## src/btg_branch_cfg.svh

```systemverilog
`ifndef BTG_BRANCH_CFG_SVH
`define BTG_BRANCH_CFG_SVH

// instruction word layout
`define INSTR_W 16
`define OPC_HI 15
`define OPC_LO 12
`define OPC_TOGGLE 4'h7
`define BR_HI 15
`define BR_LO 8
`define BR_OVERFLOW 8'hE4
`define BR_ZERO 8'hE0
`define BIT_HI 11
`define BIT_LO 9
`define ACC_BIT 8
`define LOW_HI 7
`define LOW_LO 0

// data memory addressing
`define BANK_W 4
`define FREG_W 8
`define DADDR_W 12
`define ACC_SPLIT_BIT 7
`define ACC_LOW_BANK 4'h0
`define ACC_HIGH_BANK 4'hF

// program counter
`define PC_W 21
`define PC_RESET 21'h000000

`endif

```

## src/btg_branch_pkg.sv

```systemverilog
`include "btg_branch_cfg.svh"

package btg_branch_pkg;

    // quarter of the instruction cycle
    typedef enum logic [1:0] {
        QTR_1,
        QTR_2,
        QTR_3,
        QTR_4
    } quarter_t;

    // instruction held for execution
    typedef enum logic [1:0] {
        OP_NONE,
        OP_TOGGLE,
        OP_BR_OVERFLOW,
        OP_BR_ZERO
    } op_t;

    // quarter generator state
    typedef struct packed {
        quarter_t qtr;
    } qgen_state_t;

    // execution state
    typedef struct packed {
        logic [1:0] rst_sync;
        op_t op;
        logic [2:0] bit_sel;
        logic taken;
        logic flush;
        logic [`PC_W-1:0] pc_next;
        logic [`INSTR_W-1:0] low_byte;
        logic mem_rd_en;
        logic mem_wr_en;
        logic [`DADDR_W-1:0] mem_addr;
        logic [`FREG_W-1:0] mem_wr_data;
        logic pc_load;
        logic [`PC_W-1:0] pc_target;
        logic busy;
    } exec_state_t;

endpackage

```

## src/quarter_if.sv

```systemverilog
`timescale 1ns/100ps

// quarter phase carried from generator to executor
interface quarter_if;
    logic rst_sync_n;
    btg_branch_pkg::quarter_t qtr;

    modport gen (
        input rst_sync_n,
        output qtr
    );

    modport use_side (
        output rst_sync_n,
        input qtr
    );
endinterface

```

## src/quarter_gen.sv

```systemverilog
`timescale 1ns/100ps
`include "btg_branch_cfg.svh"

// steps Q1..Q4, one quarter per clock
module quarter_gen (
    input wire logic clk,
    quarter_if.gen qi
);

    btg_branch_pkg::qgen_state_t s_q;
    btg_branch_pkg::qgen_state_t s_d;

    // next quarter, wrapping after Q4
    always_comb begin
        s_d = s_q;
        case (s_q.qtr)
            btg_branch_pkg::QTR_1: s_d.qtr = btg_branch_pkg::QTR_2;
            btg_branch_pkg::QTR_2: s_d.qtr = btg_branch_pkg::QTR_3;
            btg_branch_pkg::QTR_3: s_d.qtr = btg_branch_pkg::QTR_4;
            default: s_d.qtr = btg_branch_pkg::QTR_1;
        endcase
    end

    // quarter register
    always_ff @(posedge clk or negedge qi.rst_sync_n) begin
        if (!qi.rst_sync_n) begin
            s_q <= '{qtr: btg_branch_pkg::QTR_1};
        end else begin
            s_q <= s_d;
        end
    end

    assign qi.qtr = s_q.qtr;

endmodule

```

## src/bit_toggle_and_flag_branch_exec.sv

```systemverilog
`timescale 1ns/100ps
`include "btg_branch_cfg.svh"

// What this block does
// - decode toggle word: 0111, bit, access, register
// - invert only chosen bit, flags untouched
// - access bit 0 access bank, 1 bank register
// - decode overflow branch: upper byte 1110 0100
// - overflow set: pc = next + 2n
// - decode zero branch: upper byte 1110 0000
// - zero set: pc = next + 2n
// - overflow branch one cycle, two when taken
// - zero branch one cycle, two when taken
module bit_toggle_and_flag_branch_exec (
    // clock and raw reset
    input wire logic clk,
    input wire logic rst_n,
    // instruction and core state in
    input wire logic instr_valid,
    input wire logic [`INSTR_W-1:0] instr_word,
    input wire logic [`PC_W-1:0] pc_incremented,
    input wire logic overflow_flag,
    input wire logic zero_flag,
    input wire logic [`BANK_W-1:0] bank_select_reg,
    // data memory read path
    input wire logic [`FREG_W-1:0] mem_rd_data,
    // sequencing and memory and pc requests out
    output logic [1:0] quarter,
    output logic instr_accept,
    output logic mem_rd_en,
    output logic mem_wr_en,
    output logic [`DADDR_W-1:0] mem_addr,
    output logic [`FREG_W-1:0] mem_wr_data,
    output logic pc_load,
    output logic [`PC_W-1:0] pc_target,
    output logic flush_cycle,
    output logic busy
);

    ////////////////////////////////////////////////////////////////////////
    // helpers

    // data address from access bit, bank register and file field
    function automatic logic [`DADDR_W-1:0] data_address(
        input logic access_bit,
        input logic [`BANK_W-1:0] bank,
        input logic [`FREG_W-1:0] freg
    );
        logic [`BANK_W-1:0] b;
        b = bank;
        // access bank: low half from bank 0, high half from the last bank
        if (!access_bit) begin
            b = freg[`ACC_SPLIT_BIT] ? `ACC_HIGH_BANK : `ACC_LOW_BANK;
        end
        return {b, freg};
    endfunction

    // next address plus twice the signed offset
    function automatic logic [`PC_W-1:0] branch_target(
        input logic [`PC_W-1:0] pc_next,
        input logic [`FREG_W-1:0] offset
    );
        logic [`PC_W-1:0] disp;
        // sign copies, the offset, then a zero for the word shift
        disp = {{(`PC_W-`FREG_W-1){offset[`FREG_W-1]}}, offset, 1'b0};
        return pc_next + disp;
    endfunction

    // true for either of the two conditional branches
    function automatic logic is_branch_op(
        input btg_branch_pkg::op_t kind
    );
        return kind == btg_branch_pkg::OP_BR_OVERFLOW || kind == btg_branch_pkg::OP_BR_ZERO;
    endfunction

    // one-hot mask for the selected bit of a data byte
    function automatic logic [`FREG_W-1:0] bit_mask(
        input logic [2:0] sel
    );
        return `FREG_W'(1) << sel;
    endfunction

    ////////////////////////////////////////////////////////////////////////
    // quarter sequencing

    quarter_if qi ();

    quarter_gen u_quarter_gen (
        .clk(clk),
        .qi(qi)
    );

    // executor state and its next value
    btg_branch_pkg::exec_state_t s_q;
    btg_branch_pkg::exec_state_t s_d;

    ////////////////////////////////////////////////////////////////////////
    // reset release

    // quarters start only once the two-flop copy of reset is high
    assign qi.rst_sync_n = s_q.rst_sync[1];

    ////////////////////////////////////////////////////////////////////////
    // execution

    logic take_new;
    logic is_toggle;
    logic is_bov;
    logic is_bz;

    // instruction taken only in Q1 of a non-flush cycle, once the quarters run
    assign take_new = instr_valid && qi.rst_sync_n && (qi.qtr == btg_branch_pkg::QTR_1) && !s_q.flush;

    // opcode matches on the raw word
    assign is_toggle = instr_word[`OPC_HI:`OPC_LO] == `OPC_TOGGLE;
    assign is_bov = instr_word[`BR_HI:`BR_LO] == `BR_OVERFLOW;
    assign is_bz = instr_word[`BR_HI:`BR_LO] == `BR_ZERO;

    // Q1 decode and latch operands, Q2 memory read and target sum,
    // Q3 data processed, Q4 write and pc load show on the outputs;
    // flags are taken at decode so a later update cannot steer the branch
    always_comb begin
        s_d = s_q;
        s_d.rst_sync = {s_q.rst_sync[0], 1'b1};
        s_d.mem_rd_en = 1'b0;
        s_d.mem_wr_en = 1'b0;
        s_d.pc_load = 1'b0;
        case (qi.qtr)
            btg_branch_pkg::QTR_1: begin
                // decode; a flush cycle performs nothing
                s_d.op = btg_branch_pkg::OP_NONE;
                s_d.busy = s_q.flush;
                if (take_new) begin
                    // operands latched for every accepted word
                    s_d.bit_sel = instr_word[`BIT_HI:`BIT_LO];
                    s_d.low_byte = {{(`INSTR_W-`FREG_W){1'b0}}, instr_word[`LOW_HI:`LOW_LO]};
                    s_d.pc_next = pc_incremented;
                    s_d.taken = 1'b0;
                    if (is_toggle) begin
                        s_d.op = btg_branch_pkg::OP_TOGGLE;
                        s_d.busy = 1'b1;
                        s_d.mem_rd_en = 1'b1;
                        s_d.mem_addr = data_address(instr_word[`ACC_BIT], bank_select_reg,
                                                    instr_word[`LOW_HI:`LOW_LO]);
                    end else if (is_bov) begin
                        s_d.op = btg_branch_pkg::OP_BR_OVERFLOW;
                        s_d.busy = 1'b1;
                        s_d.taken = overflow_flag;
                    end else if (is_bz) begin
                        s_d.op = btg_branch_pkg::OP_BR_ZERO;
                        s_d.busy = 1'b1;
                        s_d.taken = zero_flag;
                    end
                end
            end
            btg_branch_pkg::QTR_2: begin
                // read of register or literal is in flight
                s_d.pc_target = branch_target(s_q.pc_next, s_q.low_byte[`FREG_W-1:0]);
            end
            btg_branch_pkg::QTR_3: begin
                // process data; write and pc load appear in Q4
                if (s_q.op == btg_branch_pkg::OP_TOGGLE) begin
                    s_d.mem_wr_en = 1'b1;
                    s_d.mem_wr_data = mem_rd_data ^ bit_mask(s_q.bit_sel);
                end
                if (is_branch_op(s_q.op) && s_q.taken) begin
                    s_d.pc_load = 1'b1;
                end
            end
            default: begin
                // a taken branch is followed by one idle cycle
                s_d.flush = is_branch_op(s_q.op) && s_q.taken;
                s_d.busy = s_d.flush;
            end
        endcase
    end

    // state register, async reset to constants only
    always_ff @(posedge clk or negedge rst_n) begin
        if (!rst_n) begin
            s_q <= '{
                rst_sync: '0,
                op: btg_branch_pkg::OP_NONE,
                bit_sel: '0,
                taken: 1'b0,
                flush: 1'b0,
                pc_next: `PC_RESET,
                low_byte: '0,
                mem_rd_en: 1'b0,
                mem_wr_en: 1'b0,
                mem_addr: '0,
                mem_wr_data: '0,
                pc_load: 1'b0,
                pc_target: `PC_RESET,
                busy: 1'b0
            };
        end else begin
            s_q <= s_d;
        end
    end

    ////////////////////////////////////////////////////////////////////////
    // outputs

    // quarter and acceptance
    assign quarter = qi.qtr;
    assign instr_accept = take_new;

    // data memory requests
    assign mem_rd_en = s_q.mem_rd_en;
    assign mem_wr_en = s_q.mem_wr_en;
    assign mem_addr = s_q.mem_addr;
    assign mem_wr_data = s_q.mem_wr_data;

    // program counter requests
    assign pc_load = s_q.pc_load;
    assign pc_target = s_q.pc_target;

    // cycle status
    assign flush_cycle = s_q.flush;
    assign busy = s_q.busy;

endmodule

```

## config.mk

```make
export PLATFORM = sky130hd
export DESIGN_NAME = bit_toggle_and_flag_branch_exec
export DESIGN_NICKNAME = d
export VERILOG_FILES = /design/src/btg_branch_pkg.sv /design/src/quarter_if.sv /design/src/quarter_gen.sv /design/src/bit_toggle_and_flag_branch_exec.sv
export VERILOG_INCLUDE_DIRS = /design/src /design/src/src
export SDC_FILE = /design/constraint.sdc
export NUM_CORES = 1
export LEC_CHECK = 0
export BUFFER_PORTS_ARGS = -buffer_cell sky130_fd_sc_hd__buf_2
export CORE_UTILIZATION = 59
export DETAILED_ROUTE_END_ITERATION = 16
export HOLD_SLACK_MARGIN = 0.02
export PLACE_DENSITY = 0.88
export SYNTH_ARGS = -nofsm -noshare
export SYNTH_HDL_FRONTEND = slang
export SYNTH_HIERARCHICAL = 1
export SYNTH_SLANG_ARGS = --single-unit
```

## constraint.sdc

```tcl
create_clock -name clk -period 4.2 [get_ports clk]
set_input_delay 0.21 -clock clk [delete_from_list [all_inputs] [get_ports clk]]
set_output_delay 0.21 -clock clk [all_outputs]
set_load 0.1 [all_outputs]
```

### Yosys cells after proc, flatten, opt, wreduce, memory -nomap -nowiden

Cells that the tools add are included.

* add/subtract/negate cells: 1
* eq/ne operators: 8
* shift-type cells: 1
* mux-type cells: 22
* bitwise logic cells: 1
* reduce and logical (&&, ||, !) cells: 12

Operator list (number)
* adder 21 bit: 1
* equality test 8 bit (second input constant): 2
* two-way mux 1 bit: 14
* two-way mux 4 bit: 2
* << shifter 1 x 3 -> 8 bit (first input constant): 1
* XOR 8 bit: 1
* equality test 2 bit (second input constant): 3
* two-way mux 2 bit: 3
* two-way mux 6 bit: 1
* one-hot mux 2 bit (3 select lines): 1
* equality test 2 x 1 -> 1 bit (second input constant): 2
* equality test 4 x 3 -> 1 bit (second input constant): 1
* logical AND 1 bit: 4
* AND reduction 2 bit: 2
* AND reduction 3 bit: 1
* OR reduction 3 bit: 1
* logical NOT 2 bit: 1
* one-hot mux 1 bit (2 select lines): 1
* OR reduction 2 bit: 1
* logical NOT 1 bit: 1
* logical OR 1 bit: 1

* register bits after elaboration: 85
* input port bits: 54
* output and inout bits: 49
* word-level logic and storage cells: 60

### Longest topological paths before layout

Gate-level depths: netlist of run 1.

* depth in word-level cells: 6
* depth in mapped cells: 8
* depth with buffers taken out: 8

### Hierarchy

Netlist of run 1, hierarchy kept.

By module, submodules not included
* bit_toggle_and_flag_branch_exec: times used 1, cells each 502, area an instance 4652.0 µm², seq. area each 2077.0 µm²
* quarter_gen: times used 1, cells each 8, area an instance 105.1 µm², seq. area each 50.0 µm²

### Least setup slack after synthesis of run 1

OpenSTA, ideal clock, no wires.

* kind: register -> register
* start point: register u_quarter_gen.s_q, in the netlist u_quarter_gen/qi.qtr[0]
* end point: register s_q[45] (netlist name)
* library setup time: 0.124 ns
* arrival time: 2.870 ns
* required time: 4.076 ns
* slack: 1.206 ns
* cell stages (with the launch flop): 9
* path buffers: 2
* period minus slack after synthesis: 2.994 ns
* path through: dfrtp_1 inv_1 ha_1 nand4_1 clkbuf_1 clkinv_1 clkbuf_1 nand2_1 nand2_1

* longest elaborated chain between the ends: 4

Ends and longest elaborated chain
* start, declared: RTL line quarter_gen.sv:10 `btg_branch_pkg::qgen_state_t s_q;`
* start signal, assigned: RTL line quarter_gen.sv:27 `s_q <= '{qtr: btg_branch_pkg::QTR_1};`
* logical NOT 2 bit: RTL line bit_toggle_and_flag_branch_exec.sv:112 `assign take_new = instr_valid && qi.rst_sync_n && (qi.qtr == btg_branch_pkg::QTR_1) && !s_q.flush;`
* logical AND 1 bit (2 in a row): RTL line bit_toggle_and_flag_branch_exec.sv:112
* named net instr_accept: RTL line bit_toggle_and_flag_branch_exec.sv:29 `output logic instr_accept,`
* AND reduction 2 bit (no line)
* end signal, assigned: RTL line bit_toggle_and_flag_branch_exec.sv:181 `s_q <= '{`
* end, declared: RTL line bit_toggle_and_flag_branch_exec.sv:94 `btg_branch_pkg::exec_state_t s_q;`

The timed path passes the listed nets, and every way through them passes these cells.
A chain may end at the register's enable or synchronous reset.

### Worst setup path in the final report of run 1

* start point: register u_quarter_gen.s_q, in the netlist u_quarter_gen/qi.qtr[1]
* end point: output instr_accept

* longest elaborated chain between the ends: 3

Ends and longest elaborated chain (RTL line)
* logical NOT 2 bit: bit_toggle_and_flag_branch_exec.sv:112
* logical AND 1 bit (2 in a row): bit_toggle_and_flag_branch_exec.sv:112
* end, declared: bit_toggle_and_flag_branch_exec.sv:29

Every way passes these cells.

==> results of run 1 <==
[logic make-up (layout without fill, tap and decap cells)]
| family | Yosys count | after routing |
|---|---|---|
| XOR/XNOR | 18 | 18 |
| other | 1 | 1 |
| flip-flops | 85 | 85 |
| buffers and inverters | 75 | 134 |
| AND/OR/NAND/NOR | 182 | 182 |
| adder cells (fa/ha/maj) | 27 | 27 |
| multiplexers | 21 | 21 |
| AO/OA/AOI/OAI | 101 | 101 |
[sequential cells by signal, indices dropped and copies added, names as in the netlist, 2 cells and up]
signal / count
s_q: 35
mem_wr_data: 8
u_quarter_gen/qi.qtr: 2
mem_addr: 12
pc_target: 21
[per-layer routing]
layer  up-vias  part of all wire, %  GRT usage (%)
li1       1806                    -              -
met1      1736                   43           32.9
met2       148                   49           42.9
met3        19                  6.5           5.14
met4         0                  1.9           8.72
met5         -                    0              0
[critical path: stages (launching register included)]
cell and delay (ns):
dfrtp_1 0.47, inv_1 0.11, ha_1 0.25, nand4_1 0.31, clkinv_1 0.84, buf_2 0.58
[power breakdown]
group          internal, mW  switching (mW)
Clock                 0.278           0.304
Sequential            0.952          0.0860
Combinational         0.312            1.06
Total                  1.54            1.45
[metrics by stage]
stage	std cells	area [µm²]	setup slack, ns	total power [mW]
final	671	5230	1.06	2.99
after global routing	671	5230	0.851	3.13
after CTS	671	5230	1.05	3.00
after detailed placement	656	5030	1.46	2.42
after global placement	656	5030	1.59	2.39
after floorplan	510	4760	1.21	2.32
[cells in the mapped netlist, types with 6 or more instances]
cell type | count | area share, %
nand2_1 | 125 | 9.9
dfrtp_1 | 85 | 45
buf_4 | 41 | 6.5
a21oi_1 | 27 | 2.8
ha_1 | 26 | 6.8
o21ai_0 | 21 | 2.2
mux2_2 | 19 | 4.5
nor2_1 | 18 | 1.4
clkbuf_1 | 17 | 1.3
inv_1 | 13 | 1.0
a21o_1 | 10 | 1.6
nand3_1 | 10 | 1.1
xnor2_1 | 10 | 1.8
xor2_1 | 8 | 1.5
a211oi_1 | 6 | 0.95
nor3_1 | 6 | 0.63
[cell usage in the layout, fill, tap and decap left out, types with 2 or more instances in the layout]
cell        n
a31o_1      2
nor2_1     18
nand2_1   125
a21oi_1    27
o21ai_1     4
ha_1       26
nand3_1    10
and2_1      3
clkbuf_8    9
mux2_2     19
o22ai_1     2
nor3b_1     4
xor2_1      8
buf_2     101
dfrtp_1    85
inv_6       2
a211o_1     3
nand2b_1    2
buf_4       4
a21o_1     10
nand4b_1    2
o31a_1      2
and3_1      2
a211oi_1    6
o21a_1      5
inv_1      13
a31oi_1     2
nor3_1      6
o211ai_1    2
clkinv_4    2
nand4_1     4
nand3b_1    2
o31ai_1     5
o21ai_0    21
xnor2_1    10
[layout make-up]
type                    count  area, µm²
fillers                   614       2540
multi-input cells         350       2190
flip-flops and latches     85       2130
repair buffers            105        536
well taps                 102        128
clock buffers               9        124
clock inverters             6       72.6
inverters                  14       52.6
[worst max path at each step]
stage / endpoint / startpoint / slack [ns] / cells after the start
after floorplan: s_q[45]$_DFFE_PN0P_ / u_quarter_gen/qi.qtr[0]$_DFF_PN0_ / 1.21 / 8
final: instr_accept / u_quarter_gen/qi.qtr[1]$_DFF_PN0_ / 1.06 / 5
after global routing: instr_accept / u_quarter_gen/qi.qtr[1]$_DFF_PN0_ / 0.85 / 5
after detailed placement: instr_accept / u_quarter_gen/qi.qtr[1]$_DFF_PN0_ / 1.46 / 5
after global placement: instr_accept / u_quarter_gen/qi.qtr[1]$_DFF_PN0_ / 1.59 / 5
after CTS: instr_accept / u_quarter_gen/qi.qtr[1]$_DFF_PN0_ / 1.05 / 5
==> flow_summary.json, run 1 <==
{
  "clk_latency_ns": 0.36,
  "dieWidth_um": 91.8,
  "syn_inst": 510,
  "r2r_slack_ns": 1.54,
  "grt_antenna_before_repair": 0,
  "detail_route.wl_per_cell_um": 15.0,
  "n_antenna_cell": 0,
  "cts_sinks": 85,
  "cap_violations": 0,
  "critPathMaxFanout": 34,
  "cp-end-kind": "output pin",
  "cts_tree": "built",
  "h-tree-depth": 3,
  "cts_setup_buffers": 0,
  "min_path_type": "input port to asynchronous set/reset pin",
  "yosysSeqAreaShare_pct": 44.7,
  "synth_top_family_by_area": "simple AND/OR/NAND/NOR gates",
  "synth_edf_count": 0,
  "setup_tns_ns": 0,
  "synth_mux_area_share_pct": 5.02,
  "holdBufCountCts": 0,
  "rsz0062_at_grt": "false",
  "drt-pass1-iter-count": 6,
  "gp_congestion": 0.884,
  "period_share_pct": 74.9,
  "reg2reg_from": "s_q[52]$_DFFE_PN0P_",
  "hold_viol_final": 0,
  "syn_avg_cell_area_um2": 9.33,
  "vias_per_cell": 5.53,
  "skew_ns": 0.00578,
  "port_buffers": 102,
  "synthAdderAreaFrac_pct": 7.26,
  "max_freq_mhz": 318,
  "grt.total_usage_pct": 25.5,
  "rows": 32,
  "status": "completed",
  "fin_util_pct": 67.3,
  "timing.rr.end": "pc_target[17]$_DFFE_PN0N_",
  "core_um2": 7770,
  "whs_ns": 0.0166,
  "cp_data_required_time_ns": 3.99,
  "ys_seq_elements": 85,
  "cts_buffer_depth": 2,
  "ys_types": 54,
  "r2r_cells": 7,
  "tightest_slew_ns": 1.00,
  "fin_nets": 646,
  "async_reset_ff_share_pct": 100,
  "grt_pass1_wl_mm": 16.9,
  "p_leak_nw": 2.70,
  "fin_crit_ns": 3.14,
  "yosys_warnings": 6,
  "cts_resized": 0,
  "cp-start-kind": "flop",
  "syn_to_final_growth_pct": 9.84,
  "powerDensity_nw_per_um2": 572,
  "grt_overflow": 0,
  "drive_above_1_share_pct": 24.8,
  "synth_flop_cell": "dfrtp_1",
  "detailed_place_hpwl_mm": 7.23,
  "drt_iter0_markers": 164,
  "arrival_ns": 2.93,
  "synth_xor_area_share_pct": 3.31,
  "synth_compound_gate_area_share_pct": 14.0,
  "cts_root_buffer": "clkbuf_8",
  "cts_buffers": 9,
  "vdd_drop_max_uv": 250,
  "critical_path_class": "flop to output pin",
  "netlist_area_um2": 4760,
  "drc": 0,
  "drt-total-wl_mm": 10.0,
  "cts.clk_slew.worst_paths_ns": 0.09,
  "routed-via-count": 3709,
  "num_io_pins": 103,
  "die_h_um": 91.8,
  "start_util_pct": 61.2,
  "antenna_left": 0,
  "grt_max_degree": 84,
  "maxSlewViolCount": 0,
  "synth-simple-area-share_pct": 16.3,
  "relSlewSlack_pct": 33.2,
  "floorplan.die_area_um2": 8430,
  "setup_violations": 0,
  "grt_pass1_vias": 3604,
  "syn_nets": 591
}
No activity file was read; power rests on OpenSTA's default activity.
==> run 2, diff against run 1 <==
- CORE_UTILIZATION: 59 -> 50
- PLACE_DENSITY: 0.88 -> 0.79
- clock period: 4.2 -> 2.6 ns (I/O delays scaled with it)
==> flow_summary.json, run 2 (synthesized netlist as in run 1, its figures left out) <==
{
  "rsz0062_at_grt": "false",
  "skew_ns": 0.00946,
  "cts_tree": "built",
  "setup_tns_ns": 0,
  "drc": 0,
  "grt.total_usage_pct": 23.6,
  "hold_viol_final": 0,
  "cp-start-kind": "flop",
  "p_leak_nw": 2.87,
  "largest_reg_flops": 35,
  "drt-total-wl_mm": 10.9,
  "fin_nets": 683,
  "start_util_pct": 51.5,
  "detailed_place_hpwl_mm": 7.38,
  "relSlewSlack_pct": 30.6,
  "grt_overflow": 0,
  "finalNonFillerCells": 736,
  "clk_latency_ns": 0.35,
  "final_common_cell": "nand2_1",
  "grt_max_degree": 84,
  "period_share_pct": 96.9,
  "arrival_ns": 2.76,
  "fin_crit_ns": 2.52,
  "n_antenna_cell": 0,
  "grt_antenna_before_repair": 0,
  "cts_buffers": 9,
  "place_inst": 687,
  "h-tree-depth": 3,
  "powerDensity_nw_per_um2": 873,
  "cts_buffer_depth": 2,
  "maxSlewViolCount": 0,
  "cts.clk_slew.worst_paths_ns": 0.09,
  "drive_above_1_share_pct": 24.7,
  "antenna_left": 0,
  "die_h_um": 99.5,
  "cts_sinks": 85,
  "grt_pass1_vias": 3795,
  "floorplan.die_area_um2": 9910,
  "dieWidth_um": 99.5,
  "core_um2": 9240,
  "cp_data_required_time_ns": 2.84,
  "placed_area_um2": 5110,
  "setup_violations": 0,
  "p_total_mw": 4.94,
  "critPathMaxFanout": 3,
  "fin_util_pct": 61.3,
  "routed-via-count": 3927,
  "cp-end-kind": "flop",
  "max_freq_mhz": 397,
  "detail_route.wl_per_cell_um": 14.8,
  "cts_setup_buffers": 0,
  "grt_pass1_wl_mm": 18.2,
  "critical_path_class": "flop to flop",
  "status": "completed",
  "setup_ws_ns": 0.0803,
  "vdd_drop_max_uv": 449,
  "gp_congestion": 0.837,
  "num_io_pins": 103,
  "cap_violations": 0,
  "drt-pass1-iter-count": 5,
  "post-place-ws_ns": 0.0295,
  "syn_to_final_growth_pct": 19.1,
  "rows": 35,
  "regMostFlops": "s_q",
  "vias_per_cell": 5.34,
  "drt_iter0_markers": 266,
  "whs_ns": 0.0458,
  "layout_common_cells": "nand2_1 (125), buf_2 (100), dfrtp_1 (83), dlygate4sd3_1 (33), a21oi_1 (27)",
  "finalInstanceArea_um2": 5660,
  "cts_root_buffer": "clkbuf_8",
  "tightest_slew_ns": 1.04,
  "port_buffers": 102,
  "min_path_type": "flop to asynchronous set/reset pin"
}
-- run 2: cell types whose count changed in the layout (fill, tap and decap cells not counted), moves of 2 or more --
cell | previous run | this run
clkbuf_8 | 9 | 11
dlygate4sd3_1 | 0 | 33
dfrtp_1 | 85 | 83
buf_4 | 4 | 8
dfrtp_2 | 0 | 2
-- run 2: report_power, final --
group | internal [mW] | total (mW) | leakage, nW | switching [mW]
combinational | 0.549 | 2.28 | 1.72 | 1.73
clock | 0.503 | 0.987 | 0.103 | 0.484
sequential | 1.54 | 1.68 | 1.04 | 0.138
-- run 2: final timing paths --
check | cells after the start | slack (ns) | from | end
worst max-delay path | 8 | 0.08 | s_q[45]$_DFFE_PN0P_ | pc_target[15]$_DFFE_PN0N_
worst min register to register | 0 | 0.05 | qi.rst_sync_n$_DFF_PN0_ | u_quarter_gen/qi.qtr[0]$_DFF_PN0_
worst max register to register | 8 | 0.08 | s_q[45]$_DFFE_PN0P_ | pc_target[15]$_DFFE_PN0N_
max in group asynchronous | 2 | 1.43 | rst_n | s_q[73]$_DFFE_PN0P_
min in group clk | 3 | 0.07 | mem_rd_data[4] | mem_wr_data[4]$_DFFE_PN0P_
worst min-delay path | 0 | 0.05 | qi.rst_sync_n$_DFF_PN0_ | u_quarter_gen/qi.qtr[0]$_DFF_PN0_
-- run 2: worst max-delay path, stage by stage (launching register included) --
cell     delay [ns]
dfrtp_1        0.43
ha_2           0.23
fa_2           0.36
a21o_1         0.21
a31o_4         0.27
a211o_1        0.25
a31o_1         0.26
xnor2_1        0.15
mux2_2         0.26
-- run 2: layout make-up --
class	instances	area (µm²)
clock inverters	4	55.1
inverters	14	52.6
well taps	129	161
clock buffers	12	155
multi-input cells	350	2200
flip-flops and latches	85	2130
fillers	793	3580
repair buffers	142	911
-- run 2: per-layer routing --
layer	track usage, %	routed length [µm]
met1	31.6	4930
met2	37.1	5030
met3	4.57	581
met4	11.0	375
met5	0	0
-- run 2: timing repair --
item                                    in CTS  in global routing
endpoints found under the setup margin       0                  4
endpoints found under the hold margin      110                  0
gates resized for setup                      0                  3
hold buffers                                33                  0
==> run 3, diff against run 2 <==
- HOLD_SLACK_MARGIN: 0.02 -> 0.1
==> flow_summary.json, run 3 (synthesized netlist as in run 1, its figures left out) <==
{
  "vdd_drop_max_uv": 449,
  "antenna_left": 0,
  "fin_util_pct": 62.7,
  "cts_sinks": 85,
  "p_clk_share_pct": 19.8,
  "setup_violations": 0,
  "reg2reg_from": "s_q[45]$_DFFE_PN0P_",
  "dieWidth_um": 99.5,
  "n_antenna_cell": 0,
  "cp-end-kind": "flop",
  "floorplan.die_area_um2": 9910,
  "num_io_pins": 103,
  "status": "completed",
  "hold_viol_final": 0,
  "timing.rr.end": "pc_target[15]$_DFFE_PN0N_",
  "min_to": "s_q[83]$_DFFE_PN0P_",
  "cp_cell_sequence": "ha_2, fa_2, a21o_1, a31o_4, a211o_1, a31o_1, xnor2_1, mux2_2",
  "tightest_slew_ns": 1.05,
  "finalNonFillerCells": 749,
  "grt_max_degree": 84,
  "swShare_pct": 47.5,
  "hp-start": "zero_flag",
  "final_common_cell": "nand2_1",
  "detail_route.wl_per_cell_um": 15.0,
  "p_leak_nw": 2.92,
  "arrival_ns": 2.76,
  "grt.total_usage_pct": 24.3,
  "cts_root_buffer": "clkbuf_8",
  "seqPwrFrac_pct": 33.8,
  "drc": 0,
  "setup_tns_ns": 0,
  "power.share.combinational_pct": 46.4,
  "core_um2": 9240,
  "drive_above_1_share_pct": 24.2,
  "largest_reg_flops": 35,
  "fin_crit_ns": 2.52,
  "cp-start-kind": "flop",
  "period_share_pct": 97.0,
  "regMostFlops": "s_q",
  "cts_buffers": 9,
  "fin_nets": 696,
  "cts.clk_slew.worst_paths_ns": 0.09,
  "critPathMaxFanout": 3,
  "switchingPower_mw": 2.36,
  "cap_violations": 0,
  "rows": 35,
  "clk_latency_ns": 0.35,
  "layout_common_cells": "nand2_1 (125), buf_2 (100), dfrtp_1 (83), dlygate4sd3_1 (46), a21oi_1 (27)",
  "grt_pass1_wl_mm": 18.7,
  "skew_ns": 0.00746,
  "drt-pass1-iter-count": 5,
  "port_buffers": 102,
  "drt-total-wl_mm": 11.2,
  "cp_data_required_time_ns": 2.84,
  "h-tree-depth": 3,
  "detailed_place_hpwl_mm": 7.38,
  "rsz0062_at_grt": "false",
  "max_freq_mhz": 397,
  "die_h_um": 99.5,
  "gp_congestion": 0.837,
  "cp_slowest_cell": "dfrtp_1",
  "p_total_mw": 4.96,
  "maxSlewViolCount": 0,
  "r2r_slack_ns": 0.08,
  "vias_per_cell": 5.32,
  "routed-via-count": 3987,
  "start_util_pct": 51.5,
  "r2r_cells": 8,
  "powerDensity_nw_per_um2": 856,
  "drt_iter0_markers": 260,
  "cpPeakStageDelay_ns": 0.43,
  "relSlewSlack_pct": 30.2,
  "internal_power_mw": 2.60,
  "place_inst": 687,
  "min_path_cells": 3,
  "cts_buffer_depth": 2,
  "grt_antenna_before_repair": 0,
  "critical_path_class": "flop to flop",
  "grt_pass1_vias": 3893,
  "syn_to_final_growth_pct": 21.8,
  "min_path_type": "input port to flop",
  "cts_tree": "built",
  "grt_overflow": 0
}
## run 3: per-layer routing
layer | up-vias | share of wire, % | GRT usage [%]
met4 | 0 | 3.3 | 11.0
met1 | 1901 | 44 | 32.0
met3 | 33 | 5.1 | 4.50
met5 | - | 0 | 0
li1 | 1907 | - | -
met2 | 146 | 48 | 39.2
## run 3: final cells by class
| type | count | area, µm² |
|---|---|---|
| Inverter | 14 | 52.6 |
| Tap cell | 129 | 161 |
| Clock inverter | 4 | 55.1 |
| Timing Repair Buffer | 155 | 1040 |
| Clock buffer | 12 | 155 |
| Fill cell | 772 | 3450 |
| Multi-Input combinational cell | 350 | 2200 |
| Sequential cell | 85 | 2130 |
## run 3: what timing repair did
item | CTS | global route
endpoints found under the setup margin | 0 | 4
endpoints found under the hold margin | 137 | 0
setup buffers | 0 | 0
hold buffers | 46 | 0
gates resized for setup | 0 | 3
## run 3: through the flow
step	worst slack [ns]	hold WS (ns)	instance area [µm²]
floorplan	0.143	-0.166	4760
global placement	0.0857	0.0379	5110
detailed placement	0.0295	0.0375	5110
CTS	0.00994	0.112	5780
global route	0.00311	0.136	5790
finish	0.0789	0.127	5790
## run 3: worst max-delay path by stage
stage                                      startpoint                         to  slack, ns  cells past startpoint
finish                            s_q[45]$_DFFE_PN0P_  pc_target[15]$_DFFE_PN0N_       0.08                      8
CTS                               s_q[45]$_DFFE_PN0P_  pc_target[15]$_DFFE_PN0N_       0.01                      8
global route                      s_q[45]$_DFFE_PN0P_  pc_target[15]$_DFFE_PN0N_      0.003                      8
global placement                  s_q[45]$_DFFE_PN0P_  pc_target[15]$_DFFE_PN0N_       0.09                      8
floorplan           u_quarter_gen/qi.qtr[0]$_DFF_PN0_        s_q[45]$_DFFE_PN0P_       0.14                      8
detailed placement                s_q[45]$_DFFE_PN0P_  pc_target[15]$_DFFE_PN0N_       0.03                      8
## run 3: power groups by stage
stage                     registers, mW  logic, mW  clock network, mW
after global placement             1.69       2.20                  0
after floorplan                    1.66       2.09                  0
after global routing               1.71       2.42               1.06
after detailed placement           1.70       2.22                  0
after CTS                          1.68       2.28               1.01
final                              1.68       2.30              0.985
## run 3: worst max-delay path: cells and delay by family (launching register included)
kind,cells,cell delay [ns]
AO/OA/AOI/OAI,4,0.99
adder cells (fa/ha/maj),2,0.58
flip-flops,1,0.43
multiplexers,1,0.26
XOR/XNOR,1,0.15
